$ cat src/hdl/overlay_commit_pkg.sv
`default_nettype none
package overlay_commit_pkg;
  localparam int unsigned ADDR_W = 8;
  localparam int unsigned DATA_W = 32;
  localparam int unsigned COLOR_W = 24;
  localparam int unsigned POS_W = 12;
  localparam int unsigned IRQ_W = 3;
  localparam int unsigned MAX_LAYERS = 4;
  // register offsets
  localparam logic [7:0] VPC_OFS = 8'h00;
  localparam logic [7:0] STAT_OFS = 8'h04;
  localparam logic [7:0] IRQ_STAT_OFS = 8'h08;
  localparam logic [7:0] IRQ_CLR_OFS = 8'h0c;
  localparam logic [7:0] IRQ_EN_OFS = 8'h10;
  localparam logic [7:0] LAYER_BASE = 8'h20;
  localparam logic [7:0] LAYER_STRIDE = 8'h08;
  localparam logic [7:0] OVL_OFS = 8'h04;
  // field positions
  localparam int unsigned PORT_EN_BIT = 0;
  localparam int unsigned COMMIT_BIT = 5;
  localparam int unsigned LAYER_EN_BIT = 0;
  localparam int unsigned COLOR_LSB = 8;
  localparam int unsigned POSX_LSB = 6;
  localparam int unsigned POSY_LSB = 19;
  localparam int unsigned ST_LOSS_BIT = 0;
  localparam int unsigned ST_COMMIT_BIT = 1;
  localparam int unsigned ST_HAZARD_BIT = 2;
  localparam int unsigned IRQ_FRAME_BIT = 0;
  localparam int unsigned IRQ_LOSS_BIT = 1;
  localparam int unsigned IRQ_APPLY_BIT = 2;
  // reset values
  localparam logic [31:0] VPC_RST = 32'h0000_0000;
  localparam logic [31:0] LAYER_ATTR_RST = 32'h0000_0000;
  localparam logic [31:0] OVL_ATTR_RST = 32'h0000_0000;
  localparam logic [IRQ_W-1:0] IRQ_EN_RST = 3'h0;
  // frame timing and layer size counts, in pixel clocks and lines
  localparam int unsigned H_ACTIVE_DEF = 640;
  localparam int unsigned H_FRONT_DEF = 16;
  localparam int unsigned H_SYNC_DEF = 96;
  localparam int unsigned H_BACK_DEF = 48;
  localparam int unsigned V_ACTIVE_DEF = 480;
  localparam int unsigned V_FRONT_DEF = 10;
  localparam int unsigned V_SYNC_DEF = 2;
  localparam int unsigned V_BACK_DEF = 33;
  localparam int unsigned LAYER_W_DEF = 64;
  localparam int unsigned LAYER_H_DEF = 64;
endpackage
`default_nettype wire

$ cat src/hdl/video_timing_gen.sv
`default_nettype none
module video_timing_gen import overlay_commit_pkg::*; #(
  parameter int unsigned H_ACTIVE = H_ACTIVE_DEF,
  parameter int unsigned H_FRONT = H_FRONT_DEF,
  parameter int unsigned H_SYNC = H_SYNC_DEF,
  parameter int unsigned H_BACK = H_BACK_DEF,
  parameter int unsigned V_ACTIVE = V_ACTIVE_DEF,
  parameter int unsigned V_FRONT = V_FRONT_DEF,
  parameter int unsigned V_SYNC = V_SYNC_DEF,
  parameter int unsigned V_BACK = V_BACK_DEF
) (
  input wire logic clock_i,             // pixel clock
  input wire logic rstn_i,              // async reset, active low
  input wire logic run_i,               // counters run while high
  output logic [POS_W-1:0] x_o,         // pixel column
  output logic [POS_W-1:0] y_o,         // pixel line
  output logic de_o,                    // active video
  output logic hsync_o,                 // line sync, active high
  output logic vsync_o,                 // frame sync, active high
  output logic frame_edge_o             // pulse one cycle before first pixel
);
  localparam int unsigned H_TOTAL = H_ACTIVE + H_FRONT + H_SYNC + H_BACK;
  localparam int unsigned V_TOTAL = V_ACTIVE + V_FRONT + V_SYNC + V_BACK;
  localparam logic [POS_W-1:0] H_LAST = POS_W'(H_TOTAL - 1);
  localparam logic [POS_W-1:0] V_LAST = POS_W'(V_TOTAL - 1);
  localparam logic [POS_W-1:0] H_ACT = POS_W'(H_ACTIVE);
  localparam logic [POS_W-1:0] V_ACT = POS_W'(V_ACTIVE);
  localparam logic [POS_W-1:0] HS_BEG = POS_W'(H_ACTIVE + H_FRONT);
  localparam logic [POS_W-1:0] HS_END = POS_W'(H_ACTIVE + H_FRONT + H_SYNC);
  localparam logic [POS_W-1:0] VS_BEG = POS_W'(V_ACTIVE + V_FRONT);
  localparam logic [POS_W-1:0] VS_END = POS_W'(V_ACTIVE + V_FRONT + V_SYNC);

  if (H_TOTAL > (1 << POS_W) || V_TOTAL > (1 << POS_W) || H_ACTIVE == 0 || V_ACTIVE == 0)
  begin : g_bad_timing
    $error("frame timing does not fit the position counters");
  end

  logic [POS_W-1:0] h_q;
  logic [POS_W-1:0] v_q;

  always_ff @(posedge clock_i or negedge rstn_i) begin
    if (!rstn_i) begin
      h_q <= '0;
      v_q <= '0;
    end else if (!run_i) begin
      h_q <= '0;
      v_q <= '0;
    end else if (h_q == H_LAST) begin
      h_q <= '0;
      v_q <= (v_q == V_LAST) ? '0 : v_q + 1'b1;
    end else begin
      h_q <= h_q + 1'b1;
    end
  end

  always_ff @(posedge clock_i or negedge rstn_i) begin
    if (!rstn_i) begin
      x_o <= '0;
      y_o <= '0;
      de_o <= 1'b0;
      hsync_o <= 1'b0;
      vsync_o <= 1'b0;
      frame_edge_o <= 1'b0;
    end else begin
      x_o <= h_q;
      y_o <= v_q;
      de_o <= run_i && (h_q < H_ACT) && (v_q < V_ACT);
      hsync_o <= run_i && (h_q >= HS_BEG) && (h_q < HS_END);
      vsync_o <= run_i && (v_q >= VS_BEG) && (v_q < VS_END);
      frame_edge_o <= run_i && (h_q == H_LAST) && (v_q == V_LAST);
    end
  end
endmodule
`default_nettype wire

$ cat src/hdl/layer_window.sv
`default_nettype none
module layer_window import overlay_commit_pkg::*; #(
  parameter int unsigned LAYER_W = LAYER_W_DEF,
  parameter int unsigned LAYER_H = LAYER_H_DEF
) (
  input wire logic [POS_W-1:0] x_i,     // current column
  input wire logic [POS_W-1:0] y_i,     // current line
  input wire logic [POS_W-1:0] posx_i,  // layer left edge
  input wire logic [POS_W-1:0] posy_i,  // layer top edge
  input wire logic enable_i,            // layer enabled
  output logic hit_o                    // pixel lies inside the layer
);
  localparam logic [POS_W:0] LW = (POS_W+1)'(LAYER_W);
  localparam logic [POS_W:0] LH = (POS_W+1)'(LAYER_H);
  logic [POS_W:0] dx;
  logic [POS_W:0] dy;
  // wide differences so a layer near the max position never wraps back on screen
  assign dx = {1'b0, x_i} - {1'b0, posx_i};
  assign dy = {1'b0, y_i} - {1'b0, posy_i};
  assign hit_o = enable_i && (x_i >= posx_i) && (y_i >= posy_i) && (dx < LW) && (dy < LH);
endmodule
`default_nettype wire

$ cat src/hdl/overlay_commit_sync.sv
// Functional notes
// - layer attribute bit 0 enables layer
// - control bit 5 requests commit at frame
// - disable and commit same frame: no loss
// - disable and commit straddling frame: one-frame loss
// - sync-loss frame drives all pixels zero
// - recover at frame after commit set
`default_nettype none
module overlay_commit_sync import overlay_commit_pkg::*; #(
  parameter int unsigned NUM_LAYERS = 2,
  parameter int unsigned H_ACTIVE = H_ACTIVE_DEF,
  parameter int unsigned H_FRONT = H_FRONT_DEF,
  parameter int unsigned H_SYNC = H_SYNC_DEF,
  parameter int unsigned H_BACK = H_BACK_DEF,
  parameter int unsigned V_ACTIVE = V_ACTIVE_DEF,
  parameter int unsigned V_FRONT = V_FRONT_DEF,
  parameter int unsigned V_SYNC = V_SYNC_DEF,
  parameter int unsigned V_BACK = V_BACK_DEF,
  parameter int unsigned LAYER_W = LAYER_W_DEF,
  parameter int unsigned LAYER_H = LAYER_H_DEF
) (
  input wire logic clock_i,              // pixel and bus clock
  input wire logic rstn_i,               // async reset, active low
  input wire logic [ADDR_W-1:0] addr_i,  // register byte address
  input wire logic [DATA_W-1:0] wdata_i, // write data
  input wire logic wr_i,                 // write strobe
  input wire logic rd_i,                 // read strobe
  output logic [DATA_W-1:0] rdata_o,     // read data, cycle after rd_i
  output logic [COLOR_W-1:0] pixel_o,    // blended pixel
  output logic de_o,                     // active video
  output logic hsync_o,                  // line sync
  output logic vsync_o,                  // frame sync
  output logic sync_lost_o,              // frame under sync loss
  output logic irq_o                     // level interrupt
);
  if (NUM_LAYERS < 1 || NUM_LAYERS > MAX_LAYERS) begin : g_bad_layers
    $error("NUM_LAYERS must be 1 to 4");
  end

  localparam logic [POS_W-1:0] H_ACT = POS_W'(H_ACTIVE);
  localparam logic [POS_W-1:0] V_ACT = POS_W'(V_ACTIVE);
  localparam int unsigned TOP_LAYER = NUM_LAYERS - 1;

  function automatic logic [ADDR_W-1:0] layer_addr(input int unsigned idx, input logic ovl);
    layer_addr = LAYER_BASE + ADDR_W'(idx) * LAYER_STRIDE + (ovl ? OVL_OFS : 8'h00);
  endfunction

  function automatic logic on_screen(input logic [31:0] attr, input logic [31:0] pos);
    on_screen = attr[LAYER_EN_BIT] && (pos[POSX_LSB +: POS_W] < H_ACT)
                && (pos[POSY_LSB +: POS_W] < V_ACT);
  endfunction

  logic [31:0] vpc_q;
  logic commit_q;
  logic sync_loss_q;
  logic [NUM_LAYERS-1:0] hazard_q;
  logic [31:0] pend_attr_q [NUM_LAYERS];
  logic [31:0] pend_pos_q [NUM_LAYERS];
  logic [31:0] act_attr_q [NUM_LAYERS];
  logic [31:0] act_pos_q [NUM_LAYERS];
  logic [IRQ_W-1:0] irq_st_q;
  logic [IRQ_W-1:0] irq_en_q;
  logic [DATA_W-1:0] rdata_q;
  logic [COLOR_W-1:0] pixel_q;
  logic de_q;
  logic hs_q;
  logic vs_q;
  logic irq_q;

  logic [POS_W-1:0] tx;
  logic [POS_W-1:0] ty;
  logic tde;
  logic ths;
  logic tvs;
  logic frame_edge;
  logic [NUM_LAYERS-1:0] hit;
  logic [COLOR_W-1:0] mix_color;
  logic [DATA_W-1:0] rd_mux;
  logic wr_commit;
  logic loss_start;
  logic [IRQ_W-1:0] irq_set;
  logic irq_raw;

  video_timing_gen #(
    .H_ACTIVE(H_ACTIVE),
    .H_FRONT(H_FRONT),
    .H_SYNC(H_SYNC),
    .H_BACK(H_BACK),
    .V_ACTIVE(V_ACTIVE),
    .V_FRONT(V_FRONT),
    .V_SYNC(V_SYNC),
    .V_BACK(V_BACK)
  ) u_timing (
    .clock_i(clock_i),
    .rstn_i(rstn_i),
    .run_i(vpc_q[PORT_EN_BIT]),
    .x_o(tx),
    .y_o(ty),
    .de_o(tde),
    .hsync_o(ths),
    .vsync_o(tvs),
    .frame_edge_o(frame_edge)
  );

  for (genvar g = 0; g < NUM_LAYERS; g++) begin : g_win
    layer_window #(
      .LAYER_W(LAYER_W),
      .LAYER_H(LAYER_H)
    ) u_win (
      .x_i(tx),
      .y_i(ty),
      .posx_i(act_pos_q[g][POSX_LSB +: POS_W]),
      .posy_i(act_pos_q[g][POSY_LSB +: POS_W]),
      .enable_i(act_attr_q[g][LAYER_EN_BIT]),
      .hit_o(hit[g])
    );
  end

  assign wr_commit = wr_i && (addr_i == VPC_OFS) && wdata_i[COMMIT_BIT];
  assign loss_start = frame_edge && (|hazard_q) && !commit_q;

  // control register; commit bit self-clears when the frame edge applies it
  always_ff @(posedge clock_i or negedge rstn_i) begin
    if (!rstn_i) begin
      vpc_q <= VPC_RST;
      commit_q <= 1'b0;
    end else begin
      if (wr_i && addr_i == VPC_OFS) begin
        vpc_q <= wdata_i & ~(32'h1 << COMMIT_BIT);
      end
      if (wr_commit) begin
        commit_q <= 1'b1;
      end else if (frame_edge) begin
        commit_q <= 1'b0;
      end
    end
  end

  // pending and active layer configuration
  always_ff @(posedge clock_i or negedge rstn_i) begin
    if (!rstn_i) begin
      for (int i = 0; i < NUM_LAYERS; i++) begin
        pend_attr_q[i] <= LAYER_ATTR_RST;
        pend_pos_q[i] <= OVL_ATTR_RST;
        act_attr_q[i] <= LAYER_ATTR_RST;
        act_pos_q[i] <= OVL_ATTR_RST;
      end
    end else begin
      for (int i = 0; i < NUM_LAYERS; i++) begin
        if (wr_i && addr_i == layer_addr(i, 1'b0)) begin
          pend_attr_q[i] <= wdata_i;
        end
        if (wr_i && addr_i == layer_addr(i, 1'b1)) begin
          pend_pos_q[i] <= wdata_i;
        end
        if (frame_edge && commit_q) begin
          act_attr_q[i] <= pend_attr_q[i];
          act_pos_q[i] <= pend_pos_q[i];
        end
      end
    end
  end

  // a visible layer disabled without a commit in the same frame is a hazard
  always_ff @(posedge clock_i or negedge rstn_i) begin
    if (!rstn_i) begin
      hazard_q <= '0;
    end else begin
      for (int i = 0; i < NUM_LAYERS; i++) begin
        if (wr_commit) begin
          hazard_q[i] <= 1'b0;
        end else if (wr_i && addr_i == layer_addr(i, 1'b0) && !wdata_i[LAYER_EN_BIT]
                     && pend_attr_q[i][LAYER_EN_BIT] && on_screen(act_attr_q[i], act_pos_q[i]))
        begin
          hazard_q[i] <= 1'b1;
        end else if (frame_edge) begin
          hazard_q[i] <= 1'b0;
        end
      end
    end
  end

  always_ff @(posedge clock_i or negedge rstn_i) begin
    if (!rstn_i) begin
      sync_loss_q <= 1'b0;
    end else if (frame_edge) begin
      if (commit_q) begin
        sync_loss_q <= 1'b0;
      end else if (|hazard_q) begin
        sync_loss_q <= 1'b1;
      end
    end
  end

  always_comb begin
    mix_color = '0;
    for (int i = 0; i < NUM_LAYERS; i++) begin
      if (hit[i]) begin
        mix_color = act_attr_q[i][COLOR_LSB +: COLOR_W];
      end
    end
  end

  always_ff @(posedge clock_i or negedge rstn_i) begin
    if (!rstn_i) begin
      pixel_q <= '0;
      de_q <= 1'b0;
      hs_q <= 1'b0;
      vs_q <= 1'b0;
    end else begin
      pixel_q <= (sync_loss_q || !tde) ? '0 : mix_color;
      de_q <= tde;
      hs_q <= ths;
      vs_q <= tvs;
    end
  end

  assign irq_set = {frame_edge && commit_q, loss_start, frame_edge};
  assign irq_raw = |(irq_st_q & irq_en_q);

  // sticky status: a new event wins over a clear in the same cycle
  always_ff @(posedge clock_i or negedge rstn_i) begin
    if (!rstn_i) begin
      irq_st_q <= '0;
      irq_en_q <= IRQ_EN_RST;
      irq_q <= 1'b0;
    end else begin
      if (wr_i && addr_i == IRQ_CLR_OFS) begin
        irq_st_q <= (irq_st_q & ~wdata_i[IRQ_W-1:0]) | irq_set;
      end else begin
        irq_st_q <= irq_st_q | irq_set;
      end
      if (wr_i && addr_i == IRQ_EN_OFS) begin
        irq_en_q <= wdata_i[IRQ_W-1:0];
      end
      irq_q <= irq_raw;
    end
  end

  always_comb begin
    rd_mux = '0;
    case (addr_i)
      VPC_OFS: rd_mux = vpc_q | (32'(commit_q) << COMMIT_BIT);
      STAT_OFS: rd_mux = 32'({|hazard_q, commit_q, sync_loss_q});
      IRQ_STAT_OFS: rd_mux = 32'(irq_st_q);
      IRQ_EN_OFS: rd_mux = 32'(irq_en_q);
      default: begin
        for (int i = 0; i < NUM_LAYERS; i++) begin
          if (addr_i == layer_addr(i, 1'b0)) begin
            rd_mux = pend_attr_q[i];
          end
          if (addr_i == layer_addr(i, 1'b1)) begin
            rd_mux = pend_pos_q[i];
          end
        end
      end
    endcase
  end

  always_ff @(posedge clock_i or negedge rstn_i) begin
    if (!rstn_i) begin
      rdata_q <= '0;
    end else begin
      rdata_q <= rd_i ? rd_mux : '0;
    end
  end

  assign rdata_o = rdata_q;
  assign pixel_o = pixel_q;
  assign de_o = de_q;
  assign hsync_o = hs_q;
  assign vsync_o = vs_q;
  assign sync_lost_o = sync_loss_q;
  assign irq_o = irq_q;
endmodule
`default_nettype wire

$ cat config.mk
export PLATFORM = sky130hd
export DESIGN_NAME = overlay_commit_sync
export DESIGN_NICKNAME = d
export VERILOG_FILES = /design/src/hdl/overlay_commit_pkg.sv /design/src/hdl/video_timing_gen.sv /design/src/hdl/layer_window.sv /design/src/hdl/overlay_commit_sync.sv
export SDC_FILE = /design/constraint.sdc
export NUM_CORES = 1
export LEC_CHECK = 0
export BUFFER_PORTS_ARGS = -buffer_cell sky130_fd_sc_hd__buf_2
export CAP_MARGIN = 20
export CORE_MARGIN = 2
export CORE_UTILIZATION = 65
export DETAILED_ROUTE_END_ITERATION = 12
export PLACE_DENSITY = 0.9
export SETUP_SLACK_MARGIN = 0.05
export SKIP_CTS_REPAIR_TIMING = 1
export SLEW_MARGIN = 20
export SYNTH_ARGS = -nofsm -noshare
export SYNTH_HDL_FRONTEND = slang
export SYNTH_SLANG_ARGS = --single-unit
$ cat constraint.sdc
create_clock -name clock_i -period 7.3 [get_ports clock_i]
set_clock_uncertainty 0.15 [all_clocks]
set_input_delay 0 -clock clock_i [delete_from_list [all_inputs] [get_ports clock_i]]
set_output_delay 0 -clock clock_i [all_outputs]
set_load 0.02 [all_outputs]
# [Word level (Yosys, flattened, before mapping)]
# Index checks and enable logic that the tools add are counted.
[word_totals] register_bits=407 inputBits=44 out_inout_bits=61 wordCells=142
[op_classes] addsub=6 order_cmp=18 eq_ne=11 muxes=23 bitwise=6 n_reduce_logical=49
[ops] operator="$mux 32" count=5
[ops] operator="$pmux 32 s4" count=1
[ops] operator="$mux 24" count=3
[ops] operator="$mux 12" count=5
[ops] operator="$lt 13x7->1 const B" count=4
[ops] operator="$sub 12x12->13" count=4
[ops] operator="$ge 12x12->1" count=4
[ops] operator="$lt 12x10->1 const B" count=4
[ops] operator="$lt 12x9->1 const B" count=4
[ops] operator="$logic_and 1x1->1" count=37
[ops] operator="$eq 8x6->1 const B" count=4
[ops] operator="$or 32x6->32" count=1
[ops] operator="$add 12x1->12 const B" count=2
[ops] operator="$eq 12x10->1 const B" count=2
[ops] operator="$eq 8x4->1 const B" count=2
[ops] operator="$ge 12x10->1 const B" count=1
[ops] operator="$ge 12x9->1 const B" count=1
[ops] operator="$eq 8x3->1 const B" count=1
[ops] operator="$eq 8x5->1 const B" count=1
[ops] operator="$logic_not 8->1" count=1
[ops] operator="$mux 1" count=8
[ops] operator="$and 3x3->3" count=2
[ops] operator="$or 3x3->3" count=2
[ops] operator="$reduce_bool 3->1" count=2
[ops] operator="9 further kinds" count=12

# [Logic depth before layout (Yosys ltp)]
# Gate-level depths: netlist of run 1.
[depth] word_depth=8 ltp_mapped=12 mapped_depth_nobuf=10

# [Hierarchy]
# A second synthesis of run 1 with hierarchy kept.
[hier_totals] hier_cells=1402 area_unflattened_um2=17400.4
[by_module_without_submodules] mod="overlay_commit_sync" instances=1 cells_per_inst=963 area_per_inst_um2=13461.7 seq_area_each_um2=8182.8
[by_module_without_submodules] mod="video_timing_gen" instances=1 cells_per_inst=177 area_per_inst_um2=2134.5 seq_area_each_um2=1301.2
[by_module_without_submodules] mod="layer_window" instances=2 cells_per_inst=131 area_per_inst_um2=902.1 seq_area_each_um2=0.0

# [Worst setup path before layout of run 1]
# Ideal clock, no wire load.
[synth_timing] kind="register to register" startpoint="register act_pos_q[24] (netlist name)" endpoint="register pixel_q[10] (netlist: pixel_o[10])" setup_ps=136 arrival_time_ps=2536 required_ps=7014 path_slack_ps=4478 stages_incl_launch_ff=13 path_buffers=2 period_less_slack_ps=2822 path_cell_list="dfrtp_1 -> inv_1 -> ha_1 -> a21o_1 -> a21oi_2 -> o22ai_1 -> a2111oi_2 -> nand4_1 -> a2111oi_4 -> and2_1 -> buf_6 -> buf_12 -> o41ai_2"
[synth_between] elab_chain_cells=6 word_cells_on_any_way=8 cone_classes="1 x add/sub; 2 x order compare; 2 x mux; 3 x reduce/logical"
[synth_rtl] item="from (decl)" line="overlay_commit_sync.sv:60" rtl="logic [31:0] act_pos_q [NUM_LAYERS];"
[synth_rtl] item="from (signal, indexed assignment)" line="overlay_commit_sync.sv:158" rtl="act_pos_q[i] <= pend_pos_q[i];"
[synth_rtl] item="parallel branches: the longest is 3 deep, another holds $sub 12x12->13"
[synth_rtl] item="$logic_and 1x1->1 (*)" line="layer_window.sv:20" rtl="assign hit_o = enable_i && (x_i >= posx_i) && (y_i >= posy_i) && (dx < LW) && (dy < LH);"
[synth_rtl] item="$mux 24 (*)" line="overlay_commit_sync.sv:198" rtl="if (hit[i]) begin"
[synth_rtl] item="$mux 24 (*)" line="overlay_commit_sync.sv:211" rtl="pixel_q <= (sync_loss_q || !tde) ? '0 : mix_color;"
[synth_rtl] item="to (signal assigned)" line="overlay_commit_sync.sv:211"
[synth_rtl] item="to (decl)" line="overlay_commit_sync.sv:64" rtl="logic [COLOR_W-1:0] pixel_q;"
# Every way passes the cells marked *.
# A chain may end at the register's enable or synchronous reset.

# [Final worst setup path of run 1]
[layout_timing] startpoint="register act_pos_q[24] (netlist name)" endpoint="register pixel_q[4] (netlist: pixel_o[4])"
# Same word-level chain as after synthesis.

==> impl_metrics.toml, run 1 <==
[setup_path]
critPathLaunch = "act_pos_q[24]"
r2r_slack_ns = 3.71
critPathRequiredTime_ns = 7.53
rr_startpoint = "act_pos_q[24]"
r2r-end = "pixel_o[4]"
criticalPathCategory = "register to register"
critPathMaxFanout = 25
crit_end = "pixel_o[4]"
rr_worst_depth = 12
critPathCaptureType = "register"
crit_arrival_ns = 3.82
startpoint_type = "register"

[die]
dieArea_um2 = 27420
die_w_um = 165.6
die_h_um = 165.6
ios = 105
rows = 59
core_area_um2 = 25840
initial_core_util_pct = 65.70

[yosys]
synth_fa_ha_area_share_pct = 3.833
synth_cell_types = 63
synth.area.top_cells = "dfrtp_1 56%, mux2_2 17%, ha_1 3.8%, inv_1 2.2%, o41ai_2 1.9%"
synth_edf_count = 0
yosysSeqAreaShare_pct = 55.87
synth_compound_area_share_pct = 11.43
synth-seq-cells = 379
synth_top_family_by_area = "multiplexers"
yosysWarnings = 0
synth_mux_area_share_pct = 17.49
netlist_instances = 1332
yosysTopAreaCell = "dfrtp_1"
synth.avg_cell_area_um2 = 12.74
synth_xor_xnor_area_share_pct = 0.9287
syn_area_um2 = 16980
synthArstFlopShare_pct = 100.0
yosysTopAreaCellShare_pct = 55.87
ys.flop_type = "dfrtp_1"
syn-num-nets = 1428
synth_simple_gate_area_share_pct = 6.501

[clocking]
htree_levels = 2
clk_pin_slew_ns = 0.06
cts_tree = "built"
cts_buffer_depth = 3
numCtsBuffers = 38
clk_latency_ns = 0.53
cts_root_buf = "clkbuf_16"
cts_sinks = 379

[global_routing]
grt_pass1_wl_um = 67630
antenna_found_initial = 0
grt_max_degree = 188
grt_pass1_vias = 12440
grt_usage_pct = 30.76
overflow = 0

[placed_design]
portBuffers = 104
dp_hpwl_um = 26260
post-place-ws_ns = 3.602
place_congestion = 0.9232

[sta]
fin_crit_sh_pct = 49.21
finalSetupViolCount = 0
hold_viol = 3
rsz0062_at_grt = "false"
worst_slew_pin_slew_ns = 0.9284
setup_tns_ns = 0
setup_slack_ns = 3.707
fmax_mhz = 278.4
hold_slack_ns = -0.01785
slew_violations = 0
relSlewSlack_pct = 38.10
layout_min_cycle_time_ns = 3.593

[pwr]
seqPwrFrac_pct = 50.5
ir_drop_mv = 0.1940
p_leak_nw = 9.685
p_sw_share_pct = 21.90
combPwrFrac_pct = 3.6
clkPwrFrac_pct = 45.9
switching_power_uw = 947.5
power_density_nw_per_um2 = 221.6
internal_power_mw = 3.379

[job]
maxCapViolCount = 0

[routing]
vias = 12090
drc = 0
wl_um = 43430
routed_via_density = 6.602
drtAntennaViolNets = 0
wire_per_inst_um = 23.72
first_pass_iters = 8
first_iter_violations = 1309

[final_layout]
diodes = 0
nNetsFinal = 1565
area_delta_synth_final_pct = 15.01
layout_common_cells = "379 x dfrtp_1, 261 x mux2_2, 103 x buf_2"
drive_gt1_share_pct = 32.09
final_common_cell = "dfrtp_1"
postLayoutCoreUtil_pct = 75.56

[outcome]
failed_checks = "negative hold slack"
status = "finished with violations"

[worst_hold_path]
hold_path_class = "input pin to register"
worst min path at each step:
stage / depth (start not counted) / slack (ns) / start / endpoint
after detailed placement: 1 / -0.006 / rstn_i / hsync_o
after global routing: 6 / 0.06 / addr_i[7] / irq_en_q[1]
after CTS: 1 / -0.55 / rstn_i / hsync_o
final: 6 / -0.02 / addr_i[5] / irq_en_q[0]
after floorplan: 0 / -0.45 / rstn_i / act_attr_q[0]
after global placement: 1 / -0.02 / rstn_i / u_timing.h_q[2]
metrics by stage:
stage | cell area (um2) | power, mW | cells | hold slack [ns]
global route | 19520 | 4.445 | 1831 | 0.06056
detailed placement | 17810 | 2.354 | 1722 | -0.006018
CTS | 19070 | 4.311 | 1789 | -0.5502
floorplan | 16980 | 2.261 | 1332 | -0.4456
finish | 19520 | 4.327 | 1831 | -0.01785
global placement | 17810 | 2.343 | 1722 | -0.01792
power groups by stage:
stage / clock (mW) / sequential (mW) / combinational, mW
2_1_floorplan: 0 / 2.21 / 0.0538
3_3_place_gp: 0 / 2.21 / 0.128
3_5_place_dp: 0 / 2.22 / 0.135
4_1_cts: 1.99 / 2.18 / 0.137
5_1_grt: 2.09 / 2.19 / 0.172
6_report: 1.99 / 2.18 / 0.155
cell usage after synthesis (4+ instances only):
cell type,count
nor4b_1,5
buf_1,13
xor2_1,9
nand2_1,45
a21o_1,7
clkbuf_1,46
inv_1,99
mux2_2,261
nor2b_1,6
a21oi_1,52
o21a_1,4
buf_2,5
nand4_1,35
nor2_1,35
nor3_1,12
o2111ai_1,4
xnor2_1,9
o31ai_1,5
nor4_1,6
o21ai_0,34
nand3_1,18
o22ai_1,5
a22oi_1,31
o21ai_1,6
and3_1,14
o41ai_2,20
dfrtp_1,379
a222oi_1,30
o41ai_1,7
and2_1,5
a221oi_1,5
a22o_1,5
a21boi_0,7
nand2b_1,12
ha_1,52
logic make-up (layout without fill, tap and decap cells):
| group | after synthesis | after routing |
|---|---|---|
| XOR/XNOR | 18 | 18 |
| AO/OA/AOI/OAI | 245 | 245 |
| buffers and inverters | 166 | 330 |
| AND/OR/NAND/NOR | 208 | 208 |
| adder cells (fa/ha/maj) | 52 | 52 |
| flip-flops | 379 | 379 |
| multiplexers | 264 | 264 |
final cells by class:
class / instances / area, um2
clock buffers: 54 / 1112
repair buffers: 164 / 1121
multi-input cells: 787 / 6864
well taps: 335 / 419.2
fillers: 1467 / 6315
clock inverters: 13 / 150.1
inverters: 99 / 371.6
flip-flops and latches: 379 / 9484
layer usage:
metal,vias to the layer above,GRT usage (%),share of wire (%)
li1,5154,-,-
met1,6157,40.41,39
met2,636,51.47,50
met3,142,5.520,7.5
met4,0,12.02,3.2
met5,-,0,0
critical path, stage by stage, from the launching register on:
cell	delay (ns)
dfrtp_1	0.37
inv_1	0.05
ha_1	0.36
a21o_1	0.21
a21oi_2	0.19
o22ai_1	0.12
a2111oi_2	0.29
nand4_1	0.19
a2111oi_4	0.30
buf_4	0.37
and2_1	0.29
buf_4	0.40
o41ai_2	0.16
flip-flops by register name (all words and copies together), names as in the netlist, 2 cells and up:
| register | count |
|---|---|
| irq_en_q | 3 |
| act_attr_q | 50 |
| pend_pos_q | 64 |
| u_timing.h_q | 12 |
| pend_attr_q | 64 |
| rdata_o | 32 |
| irq_st_q | 3 |
| u_timing.v_q | 12 |
| hazard_q | 2 |
| u_timing.x_o | 12 |
| act_pos_q | 48 |
| pixel_o | 24 |
| vpc_q | 31 |
| u_timing.y_o | 12 |
No activity file was read; power rests on OpenSTA's default activity.
==> inputs of run 2 (changes only) <==
--- a/config.mk
+++ b/config.mk
@@ -5,12 +5,13 @@
 export SDC_FILE = /design/constraint.sdc
 export NUM_CORES = 1
 export LEC_CHECK = 0
+export ABC_AREA = 1
 export BUFFER_PORTS_ARGS = -buffer_cell sky130_fd_sc_hd__buf_2
 export CAP_MARGIN = 20
 export CORE_MARGIN = 2
-export CORE_UTILIZATION = 65
+export CORE_UTILIZATION = 55
 export DETAILED_ROUTE_END_ITERATION = 12
-export PLACE_DENSITY = 0.9
+export PLACE_DENSITY = 0.82
 export SETUP_SLACK_MARGIN = 0.05
 export SKIP_CTS_REPAIR_TIMING = 1
 export SLEW_MARGIN = 20
==> constraint.sdc (replaced) <==
create_clock -name clock_i -period 3.3 [get_ports clock_i]
set_clock_uncertainty 0.15 [all_clocks]
set_input_delay 0 -clock clock_i [delete_from_list [all_inputs] [get_ports clock_i]]
set_output_delay 0 -clock clock_i [all_outputs]
set_load 0.02 [all_outputs]
==> impl_metrics.toml, run 2 <==
[yosys]
netlist_instances = 2190
synth_edf_count = 0
yosysSeqAreaShare_pct = 52.90
syn_area_um2 = 17930
yosysTopAreaCell = "dfrtp_1"
yosysTopAreaCellShare_pct = 52.90
syn-num-nets = 2286
synth.area.top_cells = "dfrtp_1 53%, nand2_1 13%, o21ai_0 7.0%, inv_1 5.8%, ha_1 3.6%"
synth.avg_cell_area_um2 = 8.186
synth_cell_types = 44
synthArstFlopShare_pct = 100.0
synth_top_cells_by_count = "627 x nand2_1, 379 x dfrtp_1, 277 x inv_1"
ys.flop_type = "dfrtp_1"
synth_most_common_cell = "nand2_1"
synth-seq-cells = 379
yosysWarnings = 0

[sta]
relSlewSlack_pct = 47.57
hold_viol = 49
worst_slew_pin_slew_ns = 0.7865
setup_slack_ns = 0.5366
setup_tns_ns = 0
fmax_mhz = 361.9
layout_min_cycle_time_ns = 2.763
rsz0062_at_grt = "false"
slew_violations = 0
fin_crit_sh_pct = 83.74
hold_slack_ns = -0.04257
finalSetupViolCount = 0

[final_layout]
diodes = 0
nNetsFinal = 2427
layout_common_cells = "623 x nand2_1, 379 x dfrtp_1, 276 x inv_1"
reg_top3 = "pend_attr_q x64, pend_pos_q x64, act_attr_q x50"
ff_latch_area_um2 = 9484
final_common_cell = "nand2_1"
fillers = 2567
multiInputGateArea_um2 = 7008
area_delta_synth_final_pct = 16.20
fin_area_um2 = 20830
drive_gt1_share_pct = 10.56

[setup_path]
crit_path_frequent_cell = "nand2_1"
critPathLaunch = "act_pos_q[61]"
crit_path_max_incr_delay_ns = 0.46
rr_startpoint = "act_pos_q[61]"
path_cells = "inv_1 > ha_1 > a21oi_1 > a21boi_1 > nand3_1 > nand2_1 > nand2_1 > nor2_1 > nand2_1 > nor2_4 > buf_4 > nand3_1 > nand2_1 > nand2_1 > nor2_1"
criticalPathCategory = "register to register"
critPathMaxFanout = 24
startpoint_type = "register"
crit_arrival_ns = 3.08
critPathRequiredTime_ns = 3.62
critPathCaptureType = "register"
crit_slowest_cell = "dfrtp_1"
r2r_slack_ns = 0.54

[die]
ios = 105
core_area_um2 = 32290
rows = 66
die_h_um = 184.5
die_w_um = 184.5
dieArea_um2 = 34060
initial_core_util_pct = 55.52

[routing]
wl_um = 52630
wire_per_inst_um = 18.80
vias = 15810
first_pass_iters = 7
drc = 0
drtAntennaViolNets = 0
first_iter_violations = 1630
routed_via_density = 5.648

[global_routing]
grt_usage_pct = 31.42
grt_max_degree = 101
overflow = 0
grt_pass1_wl_um = 82830
antenna_found_initial = 1
grt_pass1_vias = 15420

[placed_design]
post-place-ws_ns = 0.6387
portBuffers = 104
place_congestion = 0.9904
dp_hpwl_um = 35230
place_area_um2 = 18990

[pwr]
p_leak_nw = 10.67
ir_drop_mv = 0.4120
power_density_nw_per_um2 = 476.7

[clocking]
clk_latency_ns = 0.54
cts_root_buf = "clkbuf_16"
clk_pin_slew_ns = 0.06
cts_tree = "built"
htree_levels = 2
cts_buffer_depth = 3
cts_sinks = 379
numCtsBuffers = 41

[worst_hold_path]
hold_path_class = "input pin to async pin"

[outcome]
status = "finished with violations"
failed_checks = "negative hold slack"

[job]
maxCapViolCount = 0
run 2: changes by cell type after synthesis, moves of 21 or more:
cell | previous run | this run
o21ai_1 | 6 | 27
a222oi_1 | 30 | 0
nand2_1 | 45 | 627
nand3_1 | 18 | 83
mux2_2 | 261 | 0
nor2_2 | 0 | 26
a22oi_1 | 31 | 0
a21oi_1 | 52 | 96
nor2_1 | 35 | 124
inv_1 | 99 | 277
o21ai_0 | 34 | 252
run 2: logic make-up after synthesis:
logic type | share of synthesized area [%]
compound gates | 13.82
xor+xnor | 0.4397
fa+ha+maj | 3.629
buf+inv | 8.138
flops | 52.90
simple gates | 21.07
run 2: final timing paths:
check                                 endpoint  cells after the start
worst max-delay path               pixel_o[14]                     15
min in group clock_i                rdata_o[0]                      6
worst min register to register         hsync_o                      0
worst min-delay path                  vpc_q[7]                      2
max in group asynchronous       pend_pos_q[47]                      3
worst max register to register     pixel_o[14]                     15
run 2: metal layers:
metal  track usage (%)  wire [um]  up-vias
met5                 0         29        -
met1             43.42      21900     7573
li1                  -          -     7321
met3             4.485       3955      177
met4             13.89       2375        2
met2             49.67      24370      737
run 2: area by class of cell:
type	count	area share, %
Timing Repair Buffer	184	6.343
Inverter	288	5.190
Tap cell	442	2.655
Multi-Input combinational cell	1437	33.64
Clock inverter	8	0.7268
Sequential cell	379	45.53
Clock buffer	61	5.916
run 2: through the flow:
stage / power, mW / instances / hold WS, ns / util (%)
after floorplan: 5.029 / 2190 / -0.4456 / -
after CTS: 9.915 / 2753 / -0.6064 / 63.09
after detailed placement: 5.261 / 2684 / -0.04681 / 58.80
after global placement: 5.242 / 2684 / -0.04666 / 58.80
after global routing: 10.22 / 2799 / 0.03685 / 64.52
final: 9.929 / 2799 / -0.04257 / 64.52
run 2: critical path, delay by kind of cell (launching register included):
family / cells / cell delay, ns
and+or+nand+nor: 10 / 0.92
DFF: 1 / 0.46
AOI/OAI and AO/OA: 2 / 0.42
buffers and inverters: 2 / 0.36
adders and majority gates: 1 / 0.36
run 2: power breakdown:
group	internal, mW	leakage [nW]	switching (mW)	total, mW
Clock	2.82	0.674	1.88	4.70
Combinational	0.131	4.78	0.276	0.407
Sequential	4.75	5.21	0.0710	4.82
